===== config.mk =====
export PLATFORM = sky130hd
export DESIGN_NAME = codec_interrupt_routing
export DESIGN_NICKNAME = d
export VERILOG_FILES = /design/src/hdl/codec_irq_pkg.sv /design/src/hdl/sticky_flags.sv /design/src/hdl/irq_shaper.sv /design/src/hdl/codec_interrupt_routing.sv
export SDC_FILE = /design/constraint.sdc
export NUM_CORES = 1
export LEC_CHECK = 0
export BUFFER_PORTS_ARGS = -buffer_cell sky130_fd_sc_hd__buf_4
export CAP_MARGIN = 30
export CORE_ASPECT_RATIO = 0.7
export CORE_UTILIZATION = 54
export CTS_BUF_LIST = sky130_fd_sc_hd__clkbuf_4 sky130_fd_sc_hd__clkbuf_8 sky130_fd_sc_hd__clkbuf_16
export CTS_CLUSTER_SIZE = 30
export DETAILED_ROUTE_END_ITERATION = 10
export PLACE_DENSITY = 0.76
export SETUP_SLACK_MARGIN = 0.05
export SYNTH_ARGS = -nofsm -noshare
export SYNTH_HDL_FRONTEND = slang
export SYNTH_SLANG_ARGS = --single-unit

===== constraint.sdc =====
create_clock -name ref_clk -period 2.7 [get_ports ref_clk]
set_clock_uncertainty 0.05 [all_clocks]
set_input_delay 0.27 -clock ref_clk [delete_from_list [all_inputs] [get_ports ref_clk]]
set_output_delay 0.27 -clock ref_clk [all_outputs]
set_load 0.01 [all_outputs]

===== src/hdl/codec_irq_pkg.sv =====
package codec_irq_pkg;

   localparam logic [7:0] ADDR_STICKY_OVF = 8'h2a;
   localparam logic [7:0] ADDR_STICKY_MIX = 8'h2c;
   localparam logic [7:0] ADDR_STICKY_SPK = 8'h2d;
   localparam logic [7:0] ADDR_FIRST_EN   = 8'h30;
   localparam logic [7:0] ADDR_SECOND_EN  = 8'h31;
   localparam logic [7:0] ADDR_CONV_CTL   = 8'h32;
   localparam logic [7:0] ADDR_FMT        = 8'h33;

   localparam logic [7:0] RST_FIRST_EN  = 8'h00;
   localparam logic [7:0] RST_SECOND_EN = 8'h00;
   localparam logic [7:0] RST_CONV_CTL  = 8'h00;
   localparam logic [7:0] RST_FMT       = 8'h00;

   localparam logic [7:0] WMASK_EN   = 8'hfe;
   localparam logic [7:0] WMASK_CONV = 8'hf0;
   localparam logic [7:0] WMASK_FMT  = 8'hf0;

   localparam int EN_HS_BIT     = 7;
   localparam int EN_BTN_BIT    = 6;
   localparam int EN_DRC_BIT    = 5;
   localparam int EN_AGC_BIT    = 4;
   localparam int EN_OVC_BIT    = 3;
   localparam int EN_OVF_BIT    = 2;
   localparam int EN_SPK_BIT    = 1;
   localparam int SAR_RANGE1_BIT = 7;
   localparam int SAR_AVAIL1_BIT = 6;
   localparam int SAR_RANGE2_BIT = 5;
   localparam int SAR_AVAIL2_BIT = 4;
   localparam int FMT_FIRST_LSB  = 6;
   localparam int FMT_SECOND_LSB = 4;

   localparam logic [1:0] SHAPE_PULSE  = 2'h0;
   localparam logic [1:0] SHAPE_TRAIN  = 2'h1;
   localparam logic [1:0] SHAPE_STICKY = 2'h2;
   localparam logic [1:0] SHAPE_LIVE   = 2'h3;

   localparam int CLK_FREQ_KHZ   = 125000;
   localparam int PULSE_TIME_US  = 2000;
   localparam int PERIOD_TIME_US = 4000;
   localparam int PULSE_CYCLES   = (PULSE_TIME_US * CLK_FREQ_KHZ + 999) / 1000;
   localparam int PERIOD_CYCLES  = (PERIOD_TIME_US * CLK_FREQ_KHZ) / 1000;

   typedef enum logic [2:0] {
      SH_IDLE = 3'b001,
      SH_HIGH = 3'b010,
      SH_GAP  = 3'b100
   } shaper_state_t;

endpackage


===== src/hdl/sticky_flags.sv =====
`timescale 1ns/1ns
`default_nettype none
module sticky_flags #(
   parameter int W = 4
) (
   input  wire logic         ref_clk,
   input  wire logic         sys_rst,
   input  wire logic [W-1:0] set_in,
   input  wire logic         clr,
   output logic      [W-1:0] flags
);
   typedef struct packed {
      logic [W-1:0] flags;
   } sticky_st_t;

   sticky_st_t cur_ff;
   sticky_st_t nxt_st;

   // A set in the clearing cycle wins over the clear.
   always_comb begin
      nxt_st       = cur_ff;
      nxt_st.flags = (cur_ff.flags & ~{W{clr}}) | set_in;
   end

   always_ff @(posedge ref_clk or posedge sys_rst) begin
      if (sys_rst) begin
         cur_ff <= '0;
      end else begin
         cur_ff <= nxt_st;
      end
   end

   assign flags = cur_ff.flags;
endmodule
`default_nettype wire


===== src/hdl/irq_shaper.sv =====
`timescale 1ns/1ns
`default_nettype none
module irq_shaper
   import codec_irq_pkg::*;
#(
   parameter int PULSE_CYC  = PULSE_CYCLES,
   parameter int PERIOD_CYC = PERIOD_CYCLES
) (
   input  wire logic       ref_clk,
   input  wire logic       sys_rst,
   input  wire logic [1:0] shape,
   input  wire logic       live,
   input  wire logic       sticky_any,
   input  wire logic       stop,
   output logic            irq
);
   localparam int CW = $clog2(PERIOD_CYC + 1);

   typedef struct packed {
      shaper_state_t st;
      logic [CW-1:0] cnt;
      logic          live_q;
      logic          stop_pend;
      logic          irq;
   } shaper_st_t;

   shaper_st_t cur_ff;
   shaper_st_t nxt_st;
   logic       rise;

   always_comb begin
      nxt_st           = cur_ff;
      rise             = live & ~cur_ff.live_q;
      nxt_st.live_q    = live;
      nxt_st.stop_pend = cur_ff.stop_pend | stop;
      if (shape == SHAPE_PULSE || shape == SHAPE_TRAIN) begin
         case (cur_ff.st)
            SH_IDLE: begin
               if (rise) begin
                  nxt_st.st        = SH_HIGH;
                  nxt_st.cnt       = '0;
                  nxt_st.stop_pend = 1'b0;
               end
            end
            SH_HIGH: begin
               nxt_st.cnt = cur_ff.cnt + 1'b1;
               if (cur_ff.cnt == CW'(PULSE_CYC - 1)) begin
                  if (shape == SHAPE_TRAIN && !nxt_st.stop_pend) begin
                     nxt_st.st = SH_GAP;
                  end else begin
                     nxt_st.st = SH_IDLE;
                  end
               end
            end
            SH_GAP: begin
               nxt_st.cnt = cur_ff.cnt + 1'b1;
               if (nxt_st.stop_pend || shape != SHAPE_TRAIN) begin
                  nxt_st.st = SH_IDLE;
               end else if (cur_ff.cnt == CW'(PERIOD_CYC - 1)) begin
                  nxt_st.st  = SH_HIGH;
                  nxt_st.cnt = '0;
               end
            end
            default: begin
               nxt_st.st = SH_IDLE;
            end
         endcase
         nxt_st.irq = (nxt_st.st == SH_HIGH);
      end else begin
         nxt_st.st  = SH_IDLE;
         nxt_st.cnt = '0;
         nxt_st.irq = (shape == SHAPE_STICKY) ? sticky_any : live;
      end
   end

   always_ff @(posedge ref_clk or posedge sys_rst) begin
      if (sys_rst) begin
         cur_ff     <= '0;
         cur_ff.st  <= SH_IDLE;
      end else begin
         cur_ff <= nxt_st;
      end
   end

   assign irq = cur_ff.irq;

   // Counts how long the output has been high, for the width check.
   logic [CW-1:0] hi_len_ff;
   always_ff @(posedge ref_clk or posedge sys_rst) begin
      if (sys_rst) begin
         hi_len_ff <= '0;
      end else begin
         hi_len_ff <= irq ? hi_len_ff + 1'b1 : '0;
      end
   end
endmodule
`default_nettype wire


===== src/hdl/codec_interrupt_routing.sv =====
// Behaviour
// - Headset insertion drives the second output when its enable bit is set.
// - Button press drives the second output when its enable bit is set.
// - DRC threshold on either channel drives the second output when enabled.
// - AGC noise on either channel drives the second output when enabled.
// - Headphone over-current on either channel drives the second output when enabled.
// - ADC or DAC overflow drives the second output when enabled.
// - Speaker over-temperature joins the second output only when enabled.
// - SAR out-of-range feeds first output via bit 7, second via bit 5.
// - SAR data-available feeds first output via bit 6, second via bit 4.
// - SAR data-available sticky flag sets on event, clears on register read.
// - SAR out-of-range sticky flag sets on event, clears on register read.
// - First output shape is format bits 7:6, reset to single pulse.
// - Shape 00 on first output gives one high pulse of at least 2 ms.
// - Shape 01 gives repeated 2 ms pulses every 4 ms until a flag read.
// - Shape 10 gives a level from sticky flags, dropping after flag reads.
// - Shape 11 gives a level following the live combined sources.
// - Second output shape is format bits 5:4, reset to 00.
// - Shape 00 on second output gives one high pulse of about 2 ms.
// - Shape 01 on second output repeats 2 ms pulses until a flag read.
// - Overflow sticky flags hold any overflow since last read, clear on read.
// - A separate enable register gates the same sources onto the first output.
`timescale 1ns/1ns
`default_nettype none
module codec_interrupt_routing #(
   parameter int PULSE_CYC  = codec_irq_pkg::PULSE_CYCLES,
   parameter int PERIOD_CYC = codec_irq_pkg::PERIOD_CYCLES
) (
   input  wire logic       ref_clk,
   input  wire logic       sys_rst,
   input  wire logic [7:0] reg_addr,
   input  wire logic       reg_wr,
   input  wire logic       reg_rd,
   input  wire logic [7:0] reg_wdata,
   output logic      [7:0] reg_rdata,
   input  wire logic       hs_insert_evt,
   input  wire logic       button_evt,
   input  wire logic       drc_left_evt,
   input  wire logic       drc_right_evt,
   input  wire logic       agc_left_evt,
   input  wire logic       agc_right_evt,
   input  wire logic       ovc_left_evt,
   input  wire logic       ovc_right_evt,
   input  wire logic       dac_left_ovf_evt,
   input  wire logic       dac_right_ovf_evt,
   input  wire logic       adc_left_ovf_evt,
   input  wire logic       adc_right_ovf_evt,
   input  wire logic       spk_overtemp_evt,
   input  wire logic       sar_avail_evt,
   input  wire logic       sar_range_evt,
   output logic            irq_out_first,
   output logic            irq_out_second
);
   import codec_irq_pkg::*;

   typedef struct packed {
      logic [7:0] first_en;
      logic [7:0] second_en;
      logic [7:0] conv_ctl;
      logic [7:0] fmt;
      logic [7:0] rdata;
   } regs_st_t;

   regs_st_t cur_ff;
   regs_st_t nxt_st;

   logic [3:0] ovf_set;
   logic [3:0] ovf_flags;
   logic [5:0] mix_set;
   logic [5:0] mix_flags;
   logic [2:0] spk_set;
   logic [2:0] spk_flags;
   logic [1:0] sar_set;
   logic [1:0] sar_flags;
   logic       rd_ovf;
   logic       rd_mix;
   logic       rd_spk;
   logic       rd_sar;
   logic       flag_read;
   logic [7:1] src_live;
   logic [7:1] src_sticky;
   logic       live_first;
   logic       live_second;
   logic       sticky_first;
   logic       sticky_second;
   logic [1:0] shape_first;
   logic [1:0] shape_second;
   logic       irq_first;
   logic       irq_second;

   // Sticky flag groups and their read-clear strobes.
   assign ovf_set = {dac_left_ovf_evt, dac_right_ovf_evt, adc_left_ovf_evt, adc_right_ovf_evt};
   assign mix_set = {ovc_left_evt, ovc_right_evt, button_evt, hs_insert_evt,
                     drc_left_evt, drc_right_evt};
   assign spk_set = {spk_overtemp_evt, agc_left_evt, agc_right_evt};
   assign sar_set = {sar_avail_evt, sar_range_evt};

   assign rd_ovf    = reg_rd && reg_addr == ADDR_STICKY_OVF;
   assign rd_mix    = reg_rd && reg_addr == ADDR_STICKY_MIX;
   assign rd_spk    = reg_rd && reg_addr == ADDR_STICKY_SPK;
   assign rd_sar    = reg_rd && reg_addr == ADDR_CONV_CTL;
   assign flag_read = rd_ovf || rd_mix || rd_spk;

   sticky_flags #(.W(4)) u_ovf_flags (
      .ref_clk (ref_clk),
      .sys_rst (sys_rst),
      .set_in  (ovf_set),
      .clr     (rd_ovf),
      .flags   (ovf_flags)
   );

   sticky_flags #(.W(6)) u_mix_flags (
      .ref_clk (ref_clk),
      .sys_rst (sys_rst),
      .set_in  (mix_set),
      .clr     (rd_mix),
      .flags   (mix_flags)
   );

   sticky_flags #(.W(3)) u_spk_flags (
      .ref_clk (ref_clk),
      .sys_rst (sys_rst),
      .set_in  (spk_set),
      .clr     (rd_spk),
      .flags   (spk_flags)
   );

   sticky_flags #(.W(2)) u_sar_flags (
      .ref_clk (ref_clk),
      .sys_rst (sys_rst),
      .set_in  (sar_set),
      .clr     (rd_sar),
      .flags   (sar_flags)
   );

   // Source vectors share the bit positions of the enable registers.
   assign src_live = {hs_insert_evt,
                      button_evt,
                      drc_left_evt | drc_right_evt,
                      agc_left_evt | agc_right_evt,
                      ovc_left_evt | ovc_right_evt,
                      |ovf_set,
                      spk_overtemp_evt};
   assign src_sticky = {mix_flags[2],
                        mix_flags[3],
                        mix_flags[1] | mix_flags[0],
                        spk_flags[1] | spk_flags[0],
                        mix_flags[5] | mix_flags[4],
                        |ovf_flags,
                        spk_flags[2]};

   // Enabled sources are ORed into one live trigger and one sticky level per output.
   assign live_first    = |(src_live & cur_ff.first_en[7:1])
                          | (sar_range_evt & cur_ff.conv_ctl[SAR_RANGE1_BIT])
                          | (sar_avail_evt & cur_ff.conv_ctl[SAR_AVAIL1_BIT]);
   assign live_second   = |(src_live & cur_ff.second_en[7:1])
                          | (sar_range_evt & cur_ff.conv_ctl[SAR_RANGE2_BIT])
                          | (sar_avail_evt & cur_ff.conv_ctl[SAR_AVAIL2_BIT]);
   assign sticky_first  = |(src_sticky & cur_ff.first_en[7:1])
                          | (sar_flags[0] & cur_ff.conv_ctl[SAR_RANGE1_BIT])
                          | (sar_flags[1] & cur_ff.conv_ctl[SAR_AVAIL1_BIT]);
   assign sticky_second = |(src_sticky & cur_ff.second_en[7:1])
                          | (sar_flags[0] & cur_ff.conv_ctl[SAR_RANGE2_BIT])
                          | (sar_flags[1] & cur_ff.conv_ctl[SAR_AVAIL2_BIT]);

   assign shape_first  = cur_ff.fmt[FMT_FIRST_LSB +: 2];
   assign shape_second = cur_ff.fmt[FMT_SECOND_LSB +: 2];

   irq_shaper #(
      .PULSE_CYC  (PULSE_CYC),
      .PERIOD_CYC (PERIOD_CYC)
   ) u_shape_first (
      .ref_clk    (ref_clk),
      .sys_rst    (sys_rst),
      .shape      (shape_first),
      .live       (live_first),
      .sticky_any (sticky_first),
      .stop       (flag_read),
      .irq        (irq_first)
   );

   irq_shaper #(
      .PULSE_CYC  (PULSE_CYC),
      .PERIOD_CYC (PERIOD_CYC)
   ) u_shape_second (
      .ref_clk    (ref_clk),
      .sys_rst    (sys_rst),
      .shape      (shape_second),
      .live       (live_second),
      .sticky_any (sticky_second),
      .stop       (flag_read),
      .irq        (irq_second)
   );

   // Register writes keep only writable bits; reads return the value before any clear.
   always_comb begin
      nxt_st = cur_ff;
      if (reg_wr) begin
         case (reg_addr)
            ADDR_FIRST_EN:  nxt_st.first_en  = reg_wdata & WMASK_EN;
            ADDR_SECOND_EN: nxt_st.second_en = reg_wdata & WMASK_EN;
            ADDR_CONV_CTL:  nxt_st.conv_ctl  = reg_wdata & WMASK_CONV;
            ADDR_FMT:       nxt_st.fmt       = reg_wdata & WMASK_FMT;
            default:        nxt_st.fmt       = cur_ff.fmt;
         endcase
      end
      if (reg_rd) begin
         case (reg_addr)
            ADDR_STICKY_OVF: nxt_st.rdata = {ovf_flags[3:2], 2'b00, ovf_flags[1:0], 2'b00};
            ADDR_STICKY_MIX: nxt_st.rdata = {mix_flags, 2'b00};
            ADDR_STICKY_SPK: nxt_st.rdata = {spk_flags, 5'b00000};
            ADDR_FIRST_EN:   nxt_st.rdata = cur_ff.first_en;
            ADDR_SECOND_EN:  nxt_st.rdata = cur_ff.second_en;
            ADDR_CONV_CTL:   nxt_st.rdata = {cur_ff.conv_ctl[7:4], 1'b0, sar_flags, 1'b0};
            ADDR_FMT:        nxt_st.rdata = cur_ff.fmt;
            default:         nxt_st.rdata = 8'h00;
         endcase
      end
   end

   always_ff @(posedge ref_clk or posedge sys_rst) begin
      if (sys_rst) begin
         cur_ff.first_en  <= RST_FIRST_EN;
         cur_ff.second_en <= RST_SECOND_EN;
         cur_ff.conv_ctl  <= RST_CONV_CTL;
         cur_ff.fmt       <= RST_FMT;
         cur_ff.rdata     <= 8'h00;
      end else begin
         cur_ff <= nxt_st;
      end
   end

   assign reg_rdata      = cur_ff.rdata;
   assign irq_out_first  = irq_first;
   assign irq_out_second = irq_second;
endmodule
`default_nettype wire


==> results.yml <==
global_route:
  grt_pass1_wl_mm: 22.8
  grt_usage: 0.290
  antenna_found_initial: 0
  overflow: 0
  grt_pass1_vias: 4430
  grt_max_degree: 73
min_path:
  hold_end: "u_mix_flags.flags[5]"
  hold_depth: 2
  min_path_type: "in -> reg"
  hp-start: "ovc_left_evt"
setup_path:
  end_kind: "flip-flop"
  crit_fanout: 6
  cp-start-kind: "flip-flop"
  critical_path_buf_inv_count: 0
  r2r_slack_ns: 0.37
  crit_chain: "ha_1, nand2_1, nor4_1, nand3_1, and3_1, a211o_1"
  timing.rr.end: "u_shape_first.cur_ff[17]"
  cp_data_arrival_time_ns: 2.51
  critical_path_class: "reg -> reg"
  reg2reg_depth: 6
  critPathTopFamily: "simple AND/OR/NAND/NOR gates"
  cp.depth: 6
  crit-reg2reg-launch: "u_shape_first.cur_ff[3]"
  required_ns: 2.87
  critPathMaxStageDelay_ns: 0.52
  critPathSlowestCell: "nor4_1"
yosys:
  synthArstFlopShare: 1.00
  syn-num-nets: 559
  synth_most_common_cell: "dfrtp_1"
  netlist_area_um2: 5260
  ys_seq_area_frac: 0.448
  synth_top_area_cell: "dfrtp_1"
  synthTopCellsByArea: "dfrtp_1 44%, mux2_2 5.6%, nand3_1 3.1%"
  ys.flop_type: "dfrtp_1"
  ys_types: 75
  synth_area_per_cell_um2: 10.1
  synth_commonest_cells: "92 x dfrtp_1, 33 x nand3_1, 28 x nand2_1, 26 x mux2_2, 24 x o21ai_0"
  synth.top_cell.area_share: 0.438
  synth_seq_cells: 94
  synth_edf_count: 0
  ys_warn_count: 0
  syn_inst: 522
floorplan:
  die_area_um2: 10100
  core_um2: 9250
  pin_count: 45
  fp-row-count: 29
  initial_core_util: 0.568
  die_w_um: 120
  die_y_um: 84.6
sta:
  timing.setup.tns_ns: 0
  slew_violations: 0
  grt_setup_unrepaired: "no"
  finalHoldViolCount: 0
  slew_headroom: 0.618
  tightest_slew_ns: 0.571
  period_share: 0.864
  period_minus_slack_ns: 2.33
  timing.fmax_mhz: 429
  setup_violations: 0
clocking:
  cts_sinks: 94
  cts_tree: "done"
  htreeDepth: 3
  clock_latency_ns: 0.34
  cts.repair.resized: 0
  post_cts_buffers: 0
  cts_root_buf: "clkbuf_16"
  cts_made_buffers: 9
  cts_buffer_depth: 2
  cts.clk_slew.worst_paths_ns: 0.06
  ctsHoldBuffers: 1
finish:
  n_fill_cell: 740
  finalNetCount: 595
  syn_to_final_growth_pct: 13.0
  num_antenna_cells: 0
  drive_gt1_frac: 0.202
  stdcell_count: 687
placement:
  gp_congestion: 0.931
  hpwl_mm: 9.97
  numPlacedInstances: 670
  numPortBuffers: 42
routing:
  dr_total_vias: 4668
  drt_iter0_markers: 569
  totalWireLength_mm: 13.6
  viasPerCell: 6.79
  drc: 0
  avgRoutedWirePerCell_um: 19.8
  drt.antenna.violating_nets: 0
  drt-pass1-iter-count: 5
pwr:
  p_leak_uw: 0.00251
  ir_worst_vdd_mv: 0.365
  fin_total_pwr_uw: 3410
  power_density_nw_per_um2: 575
run:
  cap_violations: 0
status:
  outcome: "completed"
[cells by family (layout without fill, tap and decap cells)]
family,count (synthesis),in the layout,synth area share
simple gates,188,188,0.208
compound gates,148,148,0.200
flops,94,94,0.448
buf+inv,50,91,0.0528
mux,33,33,0.0762
xor+xnor,6,6,0.0100
fa+ha+maj,2,2,0.00476
other cells,1,1,0.000713
[layout make-up]
| class | count | area (um2) | area share |
|---|---|---|---|
| clock buffers | 12 | 248 | 0.0417 |
| clock inverters | 4 | 47.5 | 0.00800 |
| inverters | 20 | 78.8 | 0.0133 |
| multi-input cells | 378 | 2630 | 0.443 |
| flip-flops and latches | 94 | 2350 | 0.396 |
| well taps | 124 | 155 | 0.0261 |
| repair buffers | 55 | 428 | 0.0720 |
[through the flow]
stage / setup slack, ns / utilization / hold slack [ns] / area (um2)
after floorplan: 0.663 / - / 0.312 / 5260
after global placement: 0.410 / 0.609 / 0.298 / 5640
after detailed placement: 0.347 / 0.609 / 0.297 / 5640
after CTS: 0.420 / 0.642 / 0.0556 / 5940
after global routing: 0.236 / 0.642 / 0.0702 / 5940
final: 0.368 / 0.642 / 0.0671 / 5940
[metal layers]
| metal | GRT usage | wire (um) | up-vias |
|---|---|---|---|
| met5 | 0 | 0 | - |
| met2 | 0.420 | 5940 | 267 |
| met4 | 0.101 | 291 | 0 |
| met3 | 0.0652 | 1300 | 32 |
| met1 | 0.427 | 6100 | 2296 |
| li1 | - | - | 2073 |
[cell usage in the layout, fill, tap and decap left out, types with 3 or more instances in the layout]
| master | netlist | layout |
|---|---|---|
| a222oi_1 | 4 | 4 |
| xor2_1 | 3 | 3 |
| nand4_1 | 13 | 13 |
| mux2_2 | 26 | 26 |
| or2b_1 | 3 | 3 |
| o2bb2ai_1 | 7 | 7 |
| a41oi_1 | 3 | 3 |
| nor2_1 | 21 | 21 |
| a31oi_1 | 23 | 23 |
| nor3b_1 | 4 | 4 |
| a22oi_1 | 7 | 7 |
| and3_1 | 15 | 15 |
| buf_4 | 9 | 53 |
| o22ai_1 | 7 | 7 |
| mux4_2 | 3 | 3 |
| nor4b_1 | 4 | 4 |
| nand2_1 | 28 | 28 |
| a21oi_1 | 19 | 19 |
| xnor2_1 | 3 | 3 |
| a211o_1 | 6 | 6 |
| or3b_1 | 4 | 4 |
| nand3_1 | 33 | 33 |
| nor4_1 | 7 | 7 |
| nand3b_1 | 4 | 4 |
| o41ai_1 | 4 | 4 |
| nor3_1 | 13 | 13 |
| a32o_1 | 3 | 3 |
| o31ai_1 | 3 | 3 |
| or3_1 | 3 | 3 |
| and2_1 | 4 | 4 |
| o211ai_1 | 5 | 5 |
| mux2i_1 | 4 | 4 |
| clkbuf_16 | 0 | 9 |
| dfrtp_1 | 92 | 92 |
| inv_1 | 20 | 19 |
| a21o_1 | 17 | 17 |
| o21ai_0 | 24 | 24 |
| nor2b_1 | 8 | 8 |
| clkbuf_4 | 0 | 3 |
[worst register-to-register path: stages, from the launching register on]
cell and delay (ns):
dfrtp_1 0.43, ha_1 0.27, nand2_1 0.11, nor4_1 0.52, nand3_1 0.30, and3_1 0.28, a211o_1 0.27
[registers in the layout, summed over array words and instances (netlist names)]
name / cells
u_shape_second.cur_ff: 24
u_shape_second.irq: 1
u_shape_first.irq: 1
u_spk_flags.flags: 3
reg_rdata: 7
u_mix_flags.flags: 6
cur_ff: 22
u_ovf_flags.flags: 4
u_shape_first.cur_ff: 24
u_sar_flags.flags: 2
[power breakdown]
part           switching, uW  total (uW)  internal (uW)  leakage [uW]
registers               91.3        1590           1500       0.00122
clock network            530        1280            746      0.000147
logic                    323         547            223       0.00114
total                    945        3410           2470       0.00251
[how the worst max path moves through the flow]
stage                             start                        end  slack [ns]
2_1_floorplan  u_shape_second.cur_ff[3]   u_shape_second.cur_ff[8]        0.66
3_3_place_gp                reg_addr[7]                 cur_ff[33]        0.41
3_5_place_dp                reg_addr[7]                 cur_ff[38]        0.35
4_1_cts        u_shape_second.cur_ff[3]  u_shape_second.cur_ff[21]        0.42
5_1_grt         u_shape_first.cur_ff[3]   u_shape_first.cur_ff[17]        0.24
6_report        u_shape_first.cur_ff[3]   u_shape_first.cur_ff[17]        0.37
Note: power is estimated with default switching activity, not from simulation.
